$ cat config.mk
export PLATFORM = sky130hd
export DESIGN_NAME = tc_pair_top
export DESIGN_NICKNAME = d
export VERILOG_FILES = /design/src/tc_pair_pkg.sv /design/src/chan_if.sv /design/src/tc_counter.sv /design/src/tc_pair_top.sv
export SDC_FILE = /design/constraint.sdc
export NUM_CORES = 1
export LEC_CHECK = 0
export BUFFER_PORTS_ARGS = -buffer_cell sky130_fd_sc_hd__clkbuf_2
export CORE_ASPECT_RATIO = 1.25
export CORE_MARGIN = 10
export CORE_UTILIZATION = 49
export CTS_CLUSTER_SIZE = 25
export DETAILED_ROUTE_END_ITERATION = 6
export MAX_ROUTING_LAYER = met4
export PLACE_DENSITY = 0.69
export SYNTH_ARGS = -nofsm -noshare
export SYNTH_HDL_FRONTEND = slang
export SYNTH_SLANG_ARGS = --single-unit
$ cat constraint.sdc
create_clock -name clk_sys -period 4.43 [get_ports clk_sys]
set_input_delay 0.886 -clock clk_sys [delete_from_list [all_inputs] [get_ports clk_sys]]
set_output_delay 0.886 -clock clk_sys [all_outputs]
set_load 0.1 [all_outputs]
$ cat src/tc_pair_pkg.sv
package tc_pair_pkg;

    localparam int          ADDR_W        = 20;
    localparam int          DATA_W        = 8;

    localparam logic [19:0] CMP0_OFS      = 20'h00026;
    localparam logic [19:0] CMP1_OFS      = 20'h00027;
    localparam logic [19:0] PWM_OUTPUT_PIN_OFS      = 20'h00028;
    localparam logic [19:0] PWM1_OFS      = 20'h00029;
    localparam logic [19:0] MODE0_OFS     = 20'h0002A;
    localparam logic [19:0] MODE1_OFS     = 20'h0002B;
    localparam logic [19:0] CTRL_OFS      = 20'h0002C;
    localparam logic [19:0] SYSM_OFS      = 20'h0002D;
    localparam logic [19:0] CNT0_OFS      = 20'h0002E;
    localparam logic [19:0] CNT1_OFS      = 20'h0002F;

    localparam logic [7:0]  VALUE_RST     = 8'hFF;
    localparam logic [7:0]  MODE_RST      = 8'hC0;
    localparam logic [7:0]  CTRL_RST      = 8'h00;
    localparam logic [7:0]  SYSM_RST      = 8'h00;
    localparam logic [7:0]  CNT_RST       = 8'h00;
    localparam logic [7:0]  CNT_TOP       = 8'hFF;

    // mode register fields
    localparam int          TFF_BIT       = 7;
    localparam int          DBE_BIT       = 6;
    localparam int          CKS_LSB       = 3;
    localparam int          EXT_BIT       = 2;
    localparam int          OPM_LSB       = 0;

    // pair control and system mode fields
    localparam int          RUN_LO_BIT    = 0;
    localparam int          RUN_HI_BIT    = 1;
    localparam int          CAS_BIT       = 2;
    localparam int          PRESC_BIT     = 0;
    localparam int          SLOW_BIT      = 1;

    // gear prescaler covers divide by 2^11, low-frequency one by 2^4
    localparam int          PRE_W         = 11;
    localparam int          FS_W          = 4;

    typedef enum logic [1:0] {
        OPM_TIMER_A = 2'b00,
        OPM_TIMER_B = 2'b01,
        OPM_PWM     = 2'b10,
        OPM_PPG     = 2'b11
    } opmode_t;

endpackage : tc_pair_pkg

$ cat src/chan_if.sv
`timescale 1ns/10ps
interface chan_if;
    logic       tick;
    logic       run;
    logic       clr;
    logic [7:0] cnt;
    logic       carry;
    modport ctrl (output tick, output run, output clr,
                  input cnt, input carry);
    modport chan (input tick, input run, input clr,
                  output cnt, output carry);
endinterface : chan_if

$ cat src/tc_counter.sv
`timescale 1ns/10ps
module tc_counter (
    input  wire logic clk_sys,
    input  wire logic rst_n,
    chan_if.chan      ch
);
    logic [7:0] cnt_reg;
    logic [7:0] cnt_next;

    assign cnt_next = ch.clr ? tc_pair_pkg::CNT_RST :
                      (ch.run && ch.tick) ? 8'(cnt_reg + 8'h01) :
                      cnt_reg;
    assign ch.cnt   = cnt_reg;
    assign ch.carry = ch.run && ch.tick && (cnt_reg == tc_pair_pkg::CNT_TOP);

    always_ff @(posedge clk_sys or negedge rst_n) begin
        if (!rst_n) begin
            cnt_reg <= tc_pair_pkg::CNT_RST;
        end else begin
            cnt_reg <= cnt_next;
        end
    end
endmodule : tc_counter

$ cat src/tc_pair_top.sv
`timescale 1ns/10ps
module tc_pair_top (
    input  wire logic        clk_sys,
    input  wire logic        nrst,
    input  wire logic [19:0] addr,
    input  wire logic [7:0]  wdata,
    input  wire logic        wr_stb,
    input  wire logic        rd_stb,
    output logic      [7:0]  rdata,
    input  wire logic [1:0]  event_input_pin,
    input  wire logic        low_frequency_clock,
    output logic      [1:0]  pwm_output_pin,
    output logic      [1:0]  pulse_output_pin
);
    logic                          rst_s1_reg;
    logic                          rst_n_reg;
    logic [tc_pair_pkg::PRE_W-1:0] pre_reg;
    logic [tc_pair_pkg::FS_W-1:0]  fs_cnt_reg;
    logic                          fs_s1_reg;
    logic                          fs_s2_reg;
    logic                          fs_s3_reg;
    logic [1:0]                    ev_s1_reg;
    logic [1:0]                    ev_s2_reg;
    logic [1:0]                    ev_s3_reg;
    logic [7:0]                    ctrl_reg;
    logic [7:0]                    sysm_reg;
    logic [7:0]                    rdata_reg;
    logic [7:0]                    rd_val;
    logic [7:0]                    cmp_reg   [2];
    logic [7:0]                    pwm_reg   [2];
    logic [7:0]                    mode_reg  [2];
    logic [7:0]                    eff_mode  [2];
    logic [7:0]                    cnt_w     [2];
    logic [7:0]                    cmp_act   [2];
    logic [1:0]                    run_w;
    logic [1:0]                    tick_w;
    logic [1:0]                    carry_w;
    logic [1:0]                    clr_w;
    logic [1:0]                    m8_w;
    logic [1:0]                    pm8_w;
    logic [1:0]                    ev_fall;
    logic                          cascade;
    logic                          fs_rise;
    logic                          m16_w;
    logic                          pm16_w;
    logic                          presc;
    logic                          slow;

    // clock select: event pin wins, then low-frequency codes, then gear taps
    function automatic logic sel_tick(
        input logic [7:0]                    m,
        input logic                          ext_fall,
        input logic                          presc_i,
        input logic                          slow_i,
        input logic [tc_pair_pkg::PRE_W-1:0] pre,
        input logic                          fs_r,
        input logic [tc_pair_pkg::FS_W-1:0]  fsc
    );
        logic [2:0] c;
        logic       t;
        c = m[tc_pair_pkg::CKS_LSB +: 3];
        t = 1'b0;
        if (m[tc_pair_pkg::EXT_BIT]) begin
            t = ext_fall;
        end else if ((presc_i || slow_i) && c == 3'h0) begin
            t = fs_r && (&fsc[3:0]);
        end else if ((presc_i || slow_i) && c == 3'h1) begin
            t = fs_r && (&fsc[2:0]);
        end else if (slow_i) begin
            t = (c == 3'h7) && fs_r && (&fsc[1:0]);
        end else begin
            case (c)
                3'h0:    t = &pre[10:0];
                3'h1:    t = &pre[9:0];
                3'h2:    t = &pre[7:0];
                3'h3:    t = &pre[5:0];
                3'h4:    t = &pre[3:0];
                3'h5:    t = &pre[1:0];
                3'h6:    t = pre[0];
                default: t = 1'b1;
            endcase
        end
        return t;
    endfunction : sel_tick

    // reset release through two flops, assertion stays asynchronous
    always_ff @(posedge clk_sys or negedge nrst) begin
        if (!nrst) begin
            rst_s1_reg <= 1'b0;
            rst_n_reg  <= 1'b0;
        end else begin
            rst_s1_reg <= 1'b1;
            rst_n_reg  <= rst_s1_reg;
        end
    end

    // pins are asynchronous; first stage feeds only the second
    always_ff @(posedge clk_sys or negedge rst_n_reg) begin
        if (!rst_n_reg) begin
            ev_s1_reg <= 2'h3;
            ev_s2_reg <= 2'h3;
            ev_s3_reg <= 2'h3;
            fs_s1_reg <= 1'b0;
            fs_s2_reg <= 1'b0;
            fs_s3_reg <= 1'b0;
        end else begin
            ev_s1_reg <= event_input_pin;
            ev_s2_reg <= ev_s1_reg;
            ev_s3_reg <= ev_s2_reg;
            fs_s1_reg <= low_frequency_clock;
            fs_s2_reg <= fs_s1_reg;
            fs_s3_reg <= fs_s2_reg;
        end
    end

    assign ev_fall = ev_s3_reg & ~ev_s2_reg;
    assign fs_rise = fs_s2_reg & ~fs_s3_reg;
    assign cascade = ctrl_reg[tc_pair_pkg::CAS_BIT];
    assign presc   = sysm_reg[tc_pair_pkg::PRESC_BIT];
    assign slow    = sysm_reg[tc_pair_pkg::SLOW_BIT];

    // free-running dividers shared by both channels
    always_ff @(posedge clk_sys or negedge rst_n_reg) begin
        if (!rst_n_reg) begin
            pre_reg    <= '0;
            fs_cnt_reg <= '0;
        end else begin
            pre_reg    <= pre_reg + 11'h001;
            fs_cnt_reg <= fs_rise ? fs_cnt_reg + 4'h1 : fs_cnt_reg;
        end
    end

    // lower channel follows upper run and upper mode when cascaded
    assign run_w[0]    = cascade ? ctrl_reg[tc_pair_pkg::RUN_HI_BIT]
                                 : ctrl_reg[tc_pair_pkg::RUN_LO_BIT];
    assign run_w[1]    = ctrl_reg[tc_pair_pkg::RUN_HI_BIT];
    assign eff_mode[0] = cascade ? mode_reg[1] : mode_reg[0];
    assign eff_mode[1] = mode_reg[1];
    assign tick_w[0]   = sel_tick(eff_mode[0],
                                  cascade ? ev_fall[1] : ev_fall[0],
                                  presc, slow, pre_reg, fs_rise, fs_cnt_reg);
    assign tick_w[1]   = cascade ? carry_w[0]
                       : sel_tick(eff_mode[1], ev_fall[1], presc, slow,
                                  pre_reg, fs_rise, fs_cnt_reg);
    assign m16_w       = &m8_w;
    assign pm16_w      = &pm8_w;
    assign clr_w[0]    = cascade
                       ? run_w[0] && tick_w[0] && m16_w
                         && eff_mode[0][1:0] != tc_pair_pkg::OPM_PWM
                       : run_w[0] && tick_w[0] && m8_w[0]
                         && eff_mode[0][1:0] != tc_pair_pkg::OPM_PWM;
    assign clr_w[1]    = cascade ? clr_w[0]
                       : run_w[1] && tick_w[1] && m8_w[1]
                         && eff_mode[1][1:0] != tc_pair_pkg::OPM_PWM;

    // per-channel registers, counter and output flop
    for (genvar i = 0; i < 2; i++) begin : g_ch
        localparam logic [19:0] CMP_A  = i ? tc_pair_pkg::CMP1_OFS
                                           : tc_pair_pkg::CMP0_OFS;
        localparam logic [19:0] PWM_A  = i ? tc_pair_pkg::PWM1_OFS
                                           : tc_pair_pkg::PWM_OUTPUT_PIN_OFS;
        localparam logic [19:0] MODE_A = i ? tc_pair_pkg::MODE1_OFS
                                           : tc_pair_pkg::MODE0_OFS;
        chan_if             cb ();
        logic [7:0]         pwm_act_reg;
        logic [7:0]         cmp_act_reg;
        logic               ff_reg;
        logic               pwm_o_reg;
        logic               ppg_o_reg;
        logic               load_act;
        logic               period_end;
        logic               pmatch;
        logic               tff;
        logic               quiet;
        tc_pair_pkg::opmode_t opm;

        assign cb.tick  = tick_w[i];
        assign cb.run   = run_w[i];
        assign cb.clr   = clr_w[i];
        assign cnt_w[i] = cb.cnt;
        assign carry_w[i] = cb.carry;
        assign cmp_act[i] = cmp_act_reg;
        assign m8_w[i]  = cb.cnt == cmp_act_reg;
        assign pm8_w[i] = cb.cnt == pwm_act_reg;
        assign opm      = tc_pair_pkg::opmode_t'(eff_mode[i][1:0]);
        assign tff      = eff_mode[i][tc_pair_pkg::TFF_BIT];
        // stopped or unbuffered: new values act at once
        assign load_act = !eff_mode[i][tc_pair_pkg::DBE_BIT]
                          || !run_w[i] || clr_w[i];
        assign period_end = (opm == tc_pair_pkg::OPM_PWM) ? carry_w[i]
                                                          : clr_w[i];
        assign pmatch   = (cascade && i == 1)
                          ? run_w[0] && tick_w[0] && pm16_w
                          : run_w[i] && tick_w[i] && pm8_w[i];
        assign quiet    = (cascade && i == 0)
                          || opm == tc_pair_pkg::OPM_TIMER_A
                          || opm == tc_pair_pkg::OPM_TIMER_B;

        tc_counter u_cnt (
            .clk_sys (clk_sys),
            .rst_n   (rst_n_reg),
            .ch      (cb.chan)
        );

        always_ff @(posedge clk_sys or negedge rst_n_reg) begin
            if (!rst_n_reg) begin
                cmp_reg[i]  <= tc_pair_pkg::VALUE_RST;
                pwm_reg[i]  <= tc_pair_pkg::VALUE_RST;
                mode_reg[i] <= tc_pair_pkg::MODE_RST;
            end else begin
                if (wr_stb && addr == CMP_A) begin
                    cmp_reg[i] <= wdata;
                end
                if (wr_stb && addr == PWM_A) begin
                    pwm_reg[i] <= wdata;
                end
                if (wr_stb && addr == MODE_A && !run_w[i]) begin
                    mode_reg[i] <= wdata;
                end
            end
        end

        always_ff @(posedge clk_sys or negedge rst_n_reg) begin
            if (!rst_n_reg) begin
                cmp_act_reg <= tc_pair_pkg::VALUE_RST;
                pwm_act_reg <= tc_pair_pkg::VALUE_RST;
                ff_reg      <= 1'b1;
                pwm_o_reg   <= 1'b1;
                ppg_o_reg   <= 1'b1;
            end else begin
                if (load_act) begin
                    cmp_act_reg <= cmp_reg[i];
                    pwm_act_reg <= pwm_reg[i];
                end
                // preset level restarts each period, inverts on pwm match
                ff_reg    <= (!run_w[i] || period_end) ? tff
                           : pmatch ? ~tff : ff_reg;
                pwm_o_reg <= quiet || opm != tc_pair_pkg::OPM_PWM
                             || ff_reg;
                ppg_o_reg <= quiet || opm != tc_pair_pkg::OPM_PPG
                             || ff_reg;
            end
        end

        assign pwm_output_pin[i]   = pwm_o_reg;
        assign pulse_output_pin[i] = ppg_o_reg;
    end

    // pair control and system mode
    always_ff @(posedge clk_sys or negedge rst_n_reg) begin
        if (!rst_n_reg) begin
            ctrl_reg <= tc_pair_pkg::CTRL_RST;
            sysm_reg <= tc_pair_pkg::SYSM_RST;
        end else begin
            if (wr_stb && addr == tc_pair_pkg::CTRL_OFS) begin
                ctrl_reg <= wdata;
            end
            if (wr_stb && addr == tc_pair_pkg::SYSM_OFS) begin
                sysm_reg <= {6'h00, wdata[1:0]};
            end
        end
    end

    always_comb begin
        case (addr)
            tc_pair_pkg::CMP0_OFS:  rd_val = cmp_reg[0];
            tc_pair_pkg::CMP1_OFS:  rd_val = cmp_reg[1];
            tc_pair_pkg::PWM_OUTPUT_PIN_OFS:  rd_val = pwm_reg[0];
            tc_pair_pkg::PWM1_OFS:  rd_val = pwm_reg[1];
            tc_pair_pkg::MODE0_OFS: rd_val = mode_reg[0];
            tc_pair_pkg::MODE1_OFS: rd_val = mode_reg[1];
            tc_pair_pkg::CTRL_OFS:  rd_val = ctrl_reg;
            tc_pair_pkg::SYSM_OFS:  rd_val = sysm_reg;
            tc_pair_pkg::CNT0_OFS:  rd_val = cnt_w[0];
            tc_pair_pkg::CNT1_OFS:  rd_val = cnt_w[1];
            default:                rd_val = 8'h00;
        endcase
    end

    // read data only in the cycle after the strobe
    always_ff @(posedge clk_sys or negedge rst_n_reg) begin
        if (!rst_n_reg) begin
            rdata_reg <= 8'h00;
        end else begin
            rdata_reg <= rd_stb ? rd_val : 8'h00;
        end
    end

    assign rdata = rdata_reg;
endmodule : tc_pair_top

==> out/summary.txt, run 1 <==
status: complete, no violations
Seq/Total Area, Yosys: 0.5074
reg2reg start: ctrl_reg[2]
max-cap violation count: 0
routed vias: 5,146
crit-path cells: buf_4, mux2i_1, o2bb2ai_1, nand2_1, a221oi_2, o21ai_4, inv_2, a211o_1, mux2_1
count of buffer and inverter cells on the critical path: 2
count leader, synth: dfstp_2
Final period util: 0.7724
Mean Syn Cell Area: 12.13 um^2
core footprint: 14,890 um^2
GP Congestion: 0.9219
Setup Fix Bufs, Post-CTS: 0
# rows: 50
Die Span Y: 157.4 um
top cell type by total area after synthesis: dfstp_2
CP delay by family, top: compound AO/OA/AOI/OAI gates
class of the worst hold path: input port to asynchronous set/reset pin
Reg2Reg Depth: 9
Final Instance Area: 8329 um^2
Max Fclk: 0.2923 GHz
clk slew on worst S/H paths: 0.06 ns
largest net degree at the start of global routing: 67
worst setup margin: 1.008 ns
cell count along the critical path: 9
initial drt markers: 414
Worst Path Arrival: 3.77 ns
Routed WL: 18,710 um
slew at the pin closest to its max-slew limit: 0.9486 ns
yosys warns: 0
Fin Setup TNS: 0 ns
Post-DP Area: 7709 um^2
DRT Pass-1 Iters: 5
top cells by area, synth: dfstp_2 28%, dfrtp_1 22%, mux2_2 11%
Slew Limit Headroom: 0.3623
Critical Path Source Type: register
vias per inst: 6.119
Reg power frac: 0.465
Crit Path Max Fanout: 23
initial antenna violation count: 0
first-pass GRT wire length: 29,680 um
Clock Tree Buf Depth: 2
VDD IR max: 0.2388 mV
number of synthesized flops with an enable pin: 0
H-Tree Depth: 4
logic gate share of total power: 0.032
top cells by count, synth: 80 x dfstp_2, 74 x mux2_2, 66 x dfrtp_1
I/O pins: 47
leak pwr: 0.003637 uW
Post-route DRC: 0
Slowest-stage cell, CP: dfrtp_1
Most used DFF post-synth: dfstp_2
flops & latches, synth: 146
Post-Place Worst Slack: 1.052 ns
post-cts resize count: 0
Sink Count: 146
post-DP HPWL: 13,220 um
Root Buffer: clkbuf_16
CTS tree: built
PwrDens: 359.3 nW/um^2
Slew Limit Fails: 0
cts bufs inserted: 17
drt wl/cell: 22.24 um
Die ar.: 20,440 um^2
Crit Path Class: register to register
Internal: 2309 uW
CP max stage delay: 0.91 ns
post-synth cell types: 72
critical path endpoint category: register
Mapped Area: 7398 um^2
sw frac: 0.2283
gr ovfl total: 0
RSZ-0062 raised after global routing: false
antenna-violating nets left: 0
Clk pwr share: 0.502
share of layout cells above drive strength 1: 0.4173
final worst path period need: 3.422 ns
Final setup viols: 0
antenna diode count: 0
top cell type's share of synthesized area: 0.2841
GRT Overall Usage: 0.1961
initial core utilization: 0.4969
P&R area growth vs syn: 12.58%
final hold violations: 0
Die Wd: 129.9 um
Nets: 686
syn nets: 650
reg-to-reg endpoint: g_ch[0].cmp_act_reg[0]
Psw: 683.3 uW
# port buffers: 46
worst path required time: 4.78 ns
hold_buf cts: 0
Synth async-reset ratio: 1.000
Reg2Reg Setup Slack: 1.01 ns
clk_lat worst skew: 0.42 ns
Final Skew: 0.006887 ns
Mapped Cells: 610
vias in the first global route: 5,323
routing by layer:
layer	vias up	global-route usage	part of all wire
met5	-	-	0
met3	52	0.03837	0.045
li1	2307	-	-
met1	2596	0.2333	0.43
met2	191	0.3118	0.49
met4	0	0.09764	0.039
worst max path at each step:
| stage | start | endpoint |
|---|---|---|
| floorplan | rst_n_reg | ctrl_reg[0] |
| global placement | ctrl_reg[2] | g_ch[0].pwm_act_reg[5] |
| detailed placement | ctrl_reg[2] | g_ch[0].pwm_act_reg[4] |
| CTS | ctrl_reg[2] | g_ch[0].pwm_act_reg[4] |
| global route | ctrl_reg[2] | g_ch[0].pwm_act_reg[4] |
| finish | ctrl_reg[2] | g_ch[0].cmp_act_reg[0] |
power groups by stage:
stage               clock network [uW]  registers [uW]  logic [uW]
floorplan                            0            1420        45.2
global placement                     0            1410        92.2
detailed placement                   0            1420        99.6
CTS                               1510            1390        99.4
global route                      1580            1400         112
finish                            1500            1390        97.1
cell usage in the layout, fill, tap and decap left out, types with 6 or more instances in the layout:
master	instances
inv_1	11
a221oi_1	8
nor3_1	6
dfrtp_1	65
nor4_1	9
a21oi_1	17
xor2_1	20
nand2b_1	7
nand4_1	11
and3_1	8
mux2_1	16
clkbuf_2	46
dfstp_2	80
mux2i_1	9
a22oi_1	14
nor2_1	28
clkbuf_16	18
a31oi_1	10
o21ai_0	16
nand2_1	28
mux2_4	11
mux2_2	74
xnor2_1	30
buf_4	8
a22o_1	10
nand3_1	14
through the flow:
step | hold WS, ns | std cells | power (uW) | utilization
global placement | 0.3377 | 809 | 1506 | 0.5177
finish | 0.2322 | 841 | 2993 | 0.5594
CTS | 0.2208 | 841 | 3008 | 0.5594
detailed placement | 0.3355 | 809 | 1515 | 0.5177
floorplan | 0.3312 | 610 | 1462 | -
global route | 0.2170 | 841 | 3087 | 0.5594
cell families after synthesis:
group | synth area share
multiplexers | 0.1733
AND/OR/NAND/NOR | 0.1008
XOR/XNOR | 0.05919
buffers and inverters | 0.03518
flip-flops | 0.5074
adder cells (fa/ha/maj) | 0.008456
other | 0.0005069
AO/OA/AOI/OAI | 0.1152
cell type report:
type                    count  area, um^2
flip-flops and latches    146        3757
clock buffers              20       478.0
well taps                 182       227.7
multi-input cells         414        3385
clock inverters            12       142.6
inverters                  13       48.80
fillers                  1282        6560
repair buffers             54       290.3
No activity file was read; power rests on OpenSTA's default activity.
==> inputs of run 2 (changes only) <==
Clock period 4.43 ns to 3.05 ns, I/O delays scaled along.
==> run 2 against run 1 <==
Against the previous run:
- register-to-register slack worse by 0.76 ns
- setup slack worse by 0.76 ns
- cell count up 1.3%
- count of clock-buffer cells in the layout up 1
- sequential share of layout area down 0.41 points
- clock skew up 0.0019 ns
- utilization up 0.54 points
- critical path depth unchanged
- combinational power up 56%
- wire length up 1.8%
- cell area up 0.96%
- largest power group unchanged
- hold slack better by 0.042 ns
==> out/summary.txt, run 2 (same netlist as run 1, synthesis figures left out) <==
Slew Limit Headroom: 0.4391
max-cap violation count: 0
# rows: 50
Routed WL: 19,050 um
CTS tree: built
Die Span Y: 157.4 um
reg-to-reg endpoint: g_ch[1].pwm_act_reg[4]
CP delay by family, top: simple AND/OR/NAND/NOR gates
vias in the first global route: 5,524
RSZ-0062 raised after global routing: false
initial drt markers: 430
Reg2Reg Setup Slack: 0.25 ns
Fin Setup TNS: 0 ns
Slew Limit Fails: 0
commonest non-fill, non-tap cells in the layout: 80 x dfstp_2, 74 x mux2_2, 64 x dfrtp_1
Clock Tree Buf Depth: 2
Sink Count: 146
share of layout cells above drive strength 1: 0.4224
Crit Path Class: register to register
reg2reg start: fs_cnt_reg[0]
drt wl/cell: 22.36 um
final worst path period need: 2.801 ns
Setup Fix Bufs, Post-CTS: 0
crit path capture: g_ch[1].pwm_act_reg[4]
Critical Path Source Type: register
PwrDens: 511.7 nW/um^2
DRT Pass-1 Iters: 5
HP Start: event_input_pin[1]
slew at the pin closest to its max-slew limit: 0.8323 ns
GP Congestion: 0.9599
register area: 3759 um^2
clk_lat worst skew: 0.43 ns
Post-route DRC: 0
core footprint: 14,890 um^2
Non-Filler Instances: 852
Root Buffer: clkbuf_16
first-pass GRT wire length: 30,470 um
crit-path cells: ha_1, nand3b_1, nor2_1, o41ai_1, buf_4, nor4_1, a21oi_1, nand3_2, mux2_1
CP max stage delay: 0.46 ns
status: complete, no violations
Finished Core Util: 0.5648
routed vias: 5,214
VDD IR max: 0.3487 mV
Max Fclk: 0.3570 GHz
Crit Path Max Fanout: 16
fillers: 1,251
class of the worst hold path: input port to register
# port buffers: 46
Final setup viols: 0
Final Skew: 0.008795 ns
Worst Path Arrival: 3.15 ns
leak pwr: 0.003678 uW
count of buffer and inverter cells on the critical path: 1
Post-Place Worst Slack: 0.1603 ns
antenna diode count: 0
Slowest-stage cell, CP: mux2_1
clk slew on worst S/H paths: 0.06 ns
Die ar.: 20,440 um^2
initial antenna violation count: 0
initial core utilization: 0.4969
worst path required time: 3.39 ns
Nets: 697
dpl cells: 819
CP startpoint: fs_cnt_reg[0]
Final period util: 0.9183
area occupied by multi-input gates: 3385 um^2
P&R area growth vs syn: 13.66%
Reg2Reg Depth: 9
cell count along the critical path: 9
Die Wd: 129.9 um
I/O pins: 47
vias per inst: 6.120
critical path endpoint category: register
worst setup margin: 0.2492 ns
largest net degree at the start of global routing: 54
cts bufs inserted: 17
gr ovfl total: 0
final hold violations: 0
H-Tree Depth: 4
post-DP HPWL: 13,850 um
commonest non-fill, non-tap cell in the layout: dfstp_2
GRT Overall Usage: 0.2008
antenna-violating nets left: 0
==> run 2: worst register-to-register path, delay by kind of cell (launching register included) <==
family | cells | cell delay, ns
AOI/OAI and AO/OA | 2 | 0.62
adders and majority gates | 1 | 0.24
buffers and inverters | 1 | 0.20
DFF | 1 | 0.42
muxes | 1 | 0.47
and+or+nand+nor | 4 | 0.79
==> run 2: through the flow <==
| step | power (uW) | cell area (um^2) | hold WS (ns) |
|---|---|---|---|
| CTS | 4338 | 8408 | 0.2623 |
| floorplan | 2124 | 7400 | 0.3144 |
| finish | 4303 | 8409 | 0.2740 |
| detailed placement | 2205 | 7796 | 0.3379 |
| global placement | 2194 | 7796 | 0.3380 |
| global route | 4448 | 8409 | 0.2636 |
==> run 2: worst min path at each step <==
stage | endpoint | cells after the start | slack (ns)
final | ev_s1_reg[1] | 1 | 0.27
after global routing | ev_s1_reg[1] | 1 | 0.26
after CTS | ev_s1_reg[1] | 1 | 0.26
after detailed placement | rst_n_reg | 0 | 0.34
after global placement | rst_n_reg | 0 | 0.34
after floorplan | rst_n_reg | 0 | 0.31
==> run 2: cell type report <==
class | instances | area share
Multi-Input combinational cell | 414 | 0.4025
Tap cell | 182 | 0.02708
Timing Repair Buffer | 65 | 0.04612
Inverter | 13 | 0.005803
Clock inverter | 11 | 0.01800
Sequential cell | 146 | 0.4470
Clock buffer | 21 | 0.05356
==> run 2: routing by layer <==
metal / global-route usage / vias to the layer above / wire length [um]
li1: - / 2334 / -
met4: 0.1100 / 0 / 889
met2: 0.3152 / 207 / 9301
met5: - / - / 0
met1: 0.2398 / 2609 / 7993
met3: 0.03736 / 64 / 861
==> run 2: where the power goes <==
| group | internal, uW | total, uW | switching (uW) |
|---|---|---|---|
| clock | 1310 | 2130 | 815 |
| combinational | 60.3 | 151 | 90.6 |
| sequential | 1980 | 2020 | 42.4 |
==> run 2: what timing repair did <==
action                     CTS  global route
hold buffers                 1             0
hold endpoints to repair     2             0
setup endpoints to repair    0            16
gates resized for setup      0             1
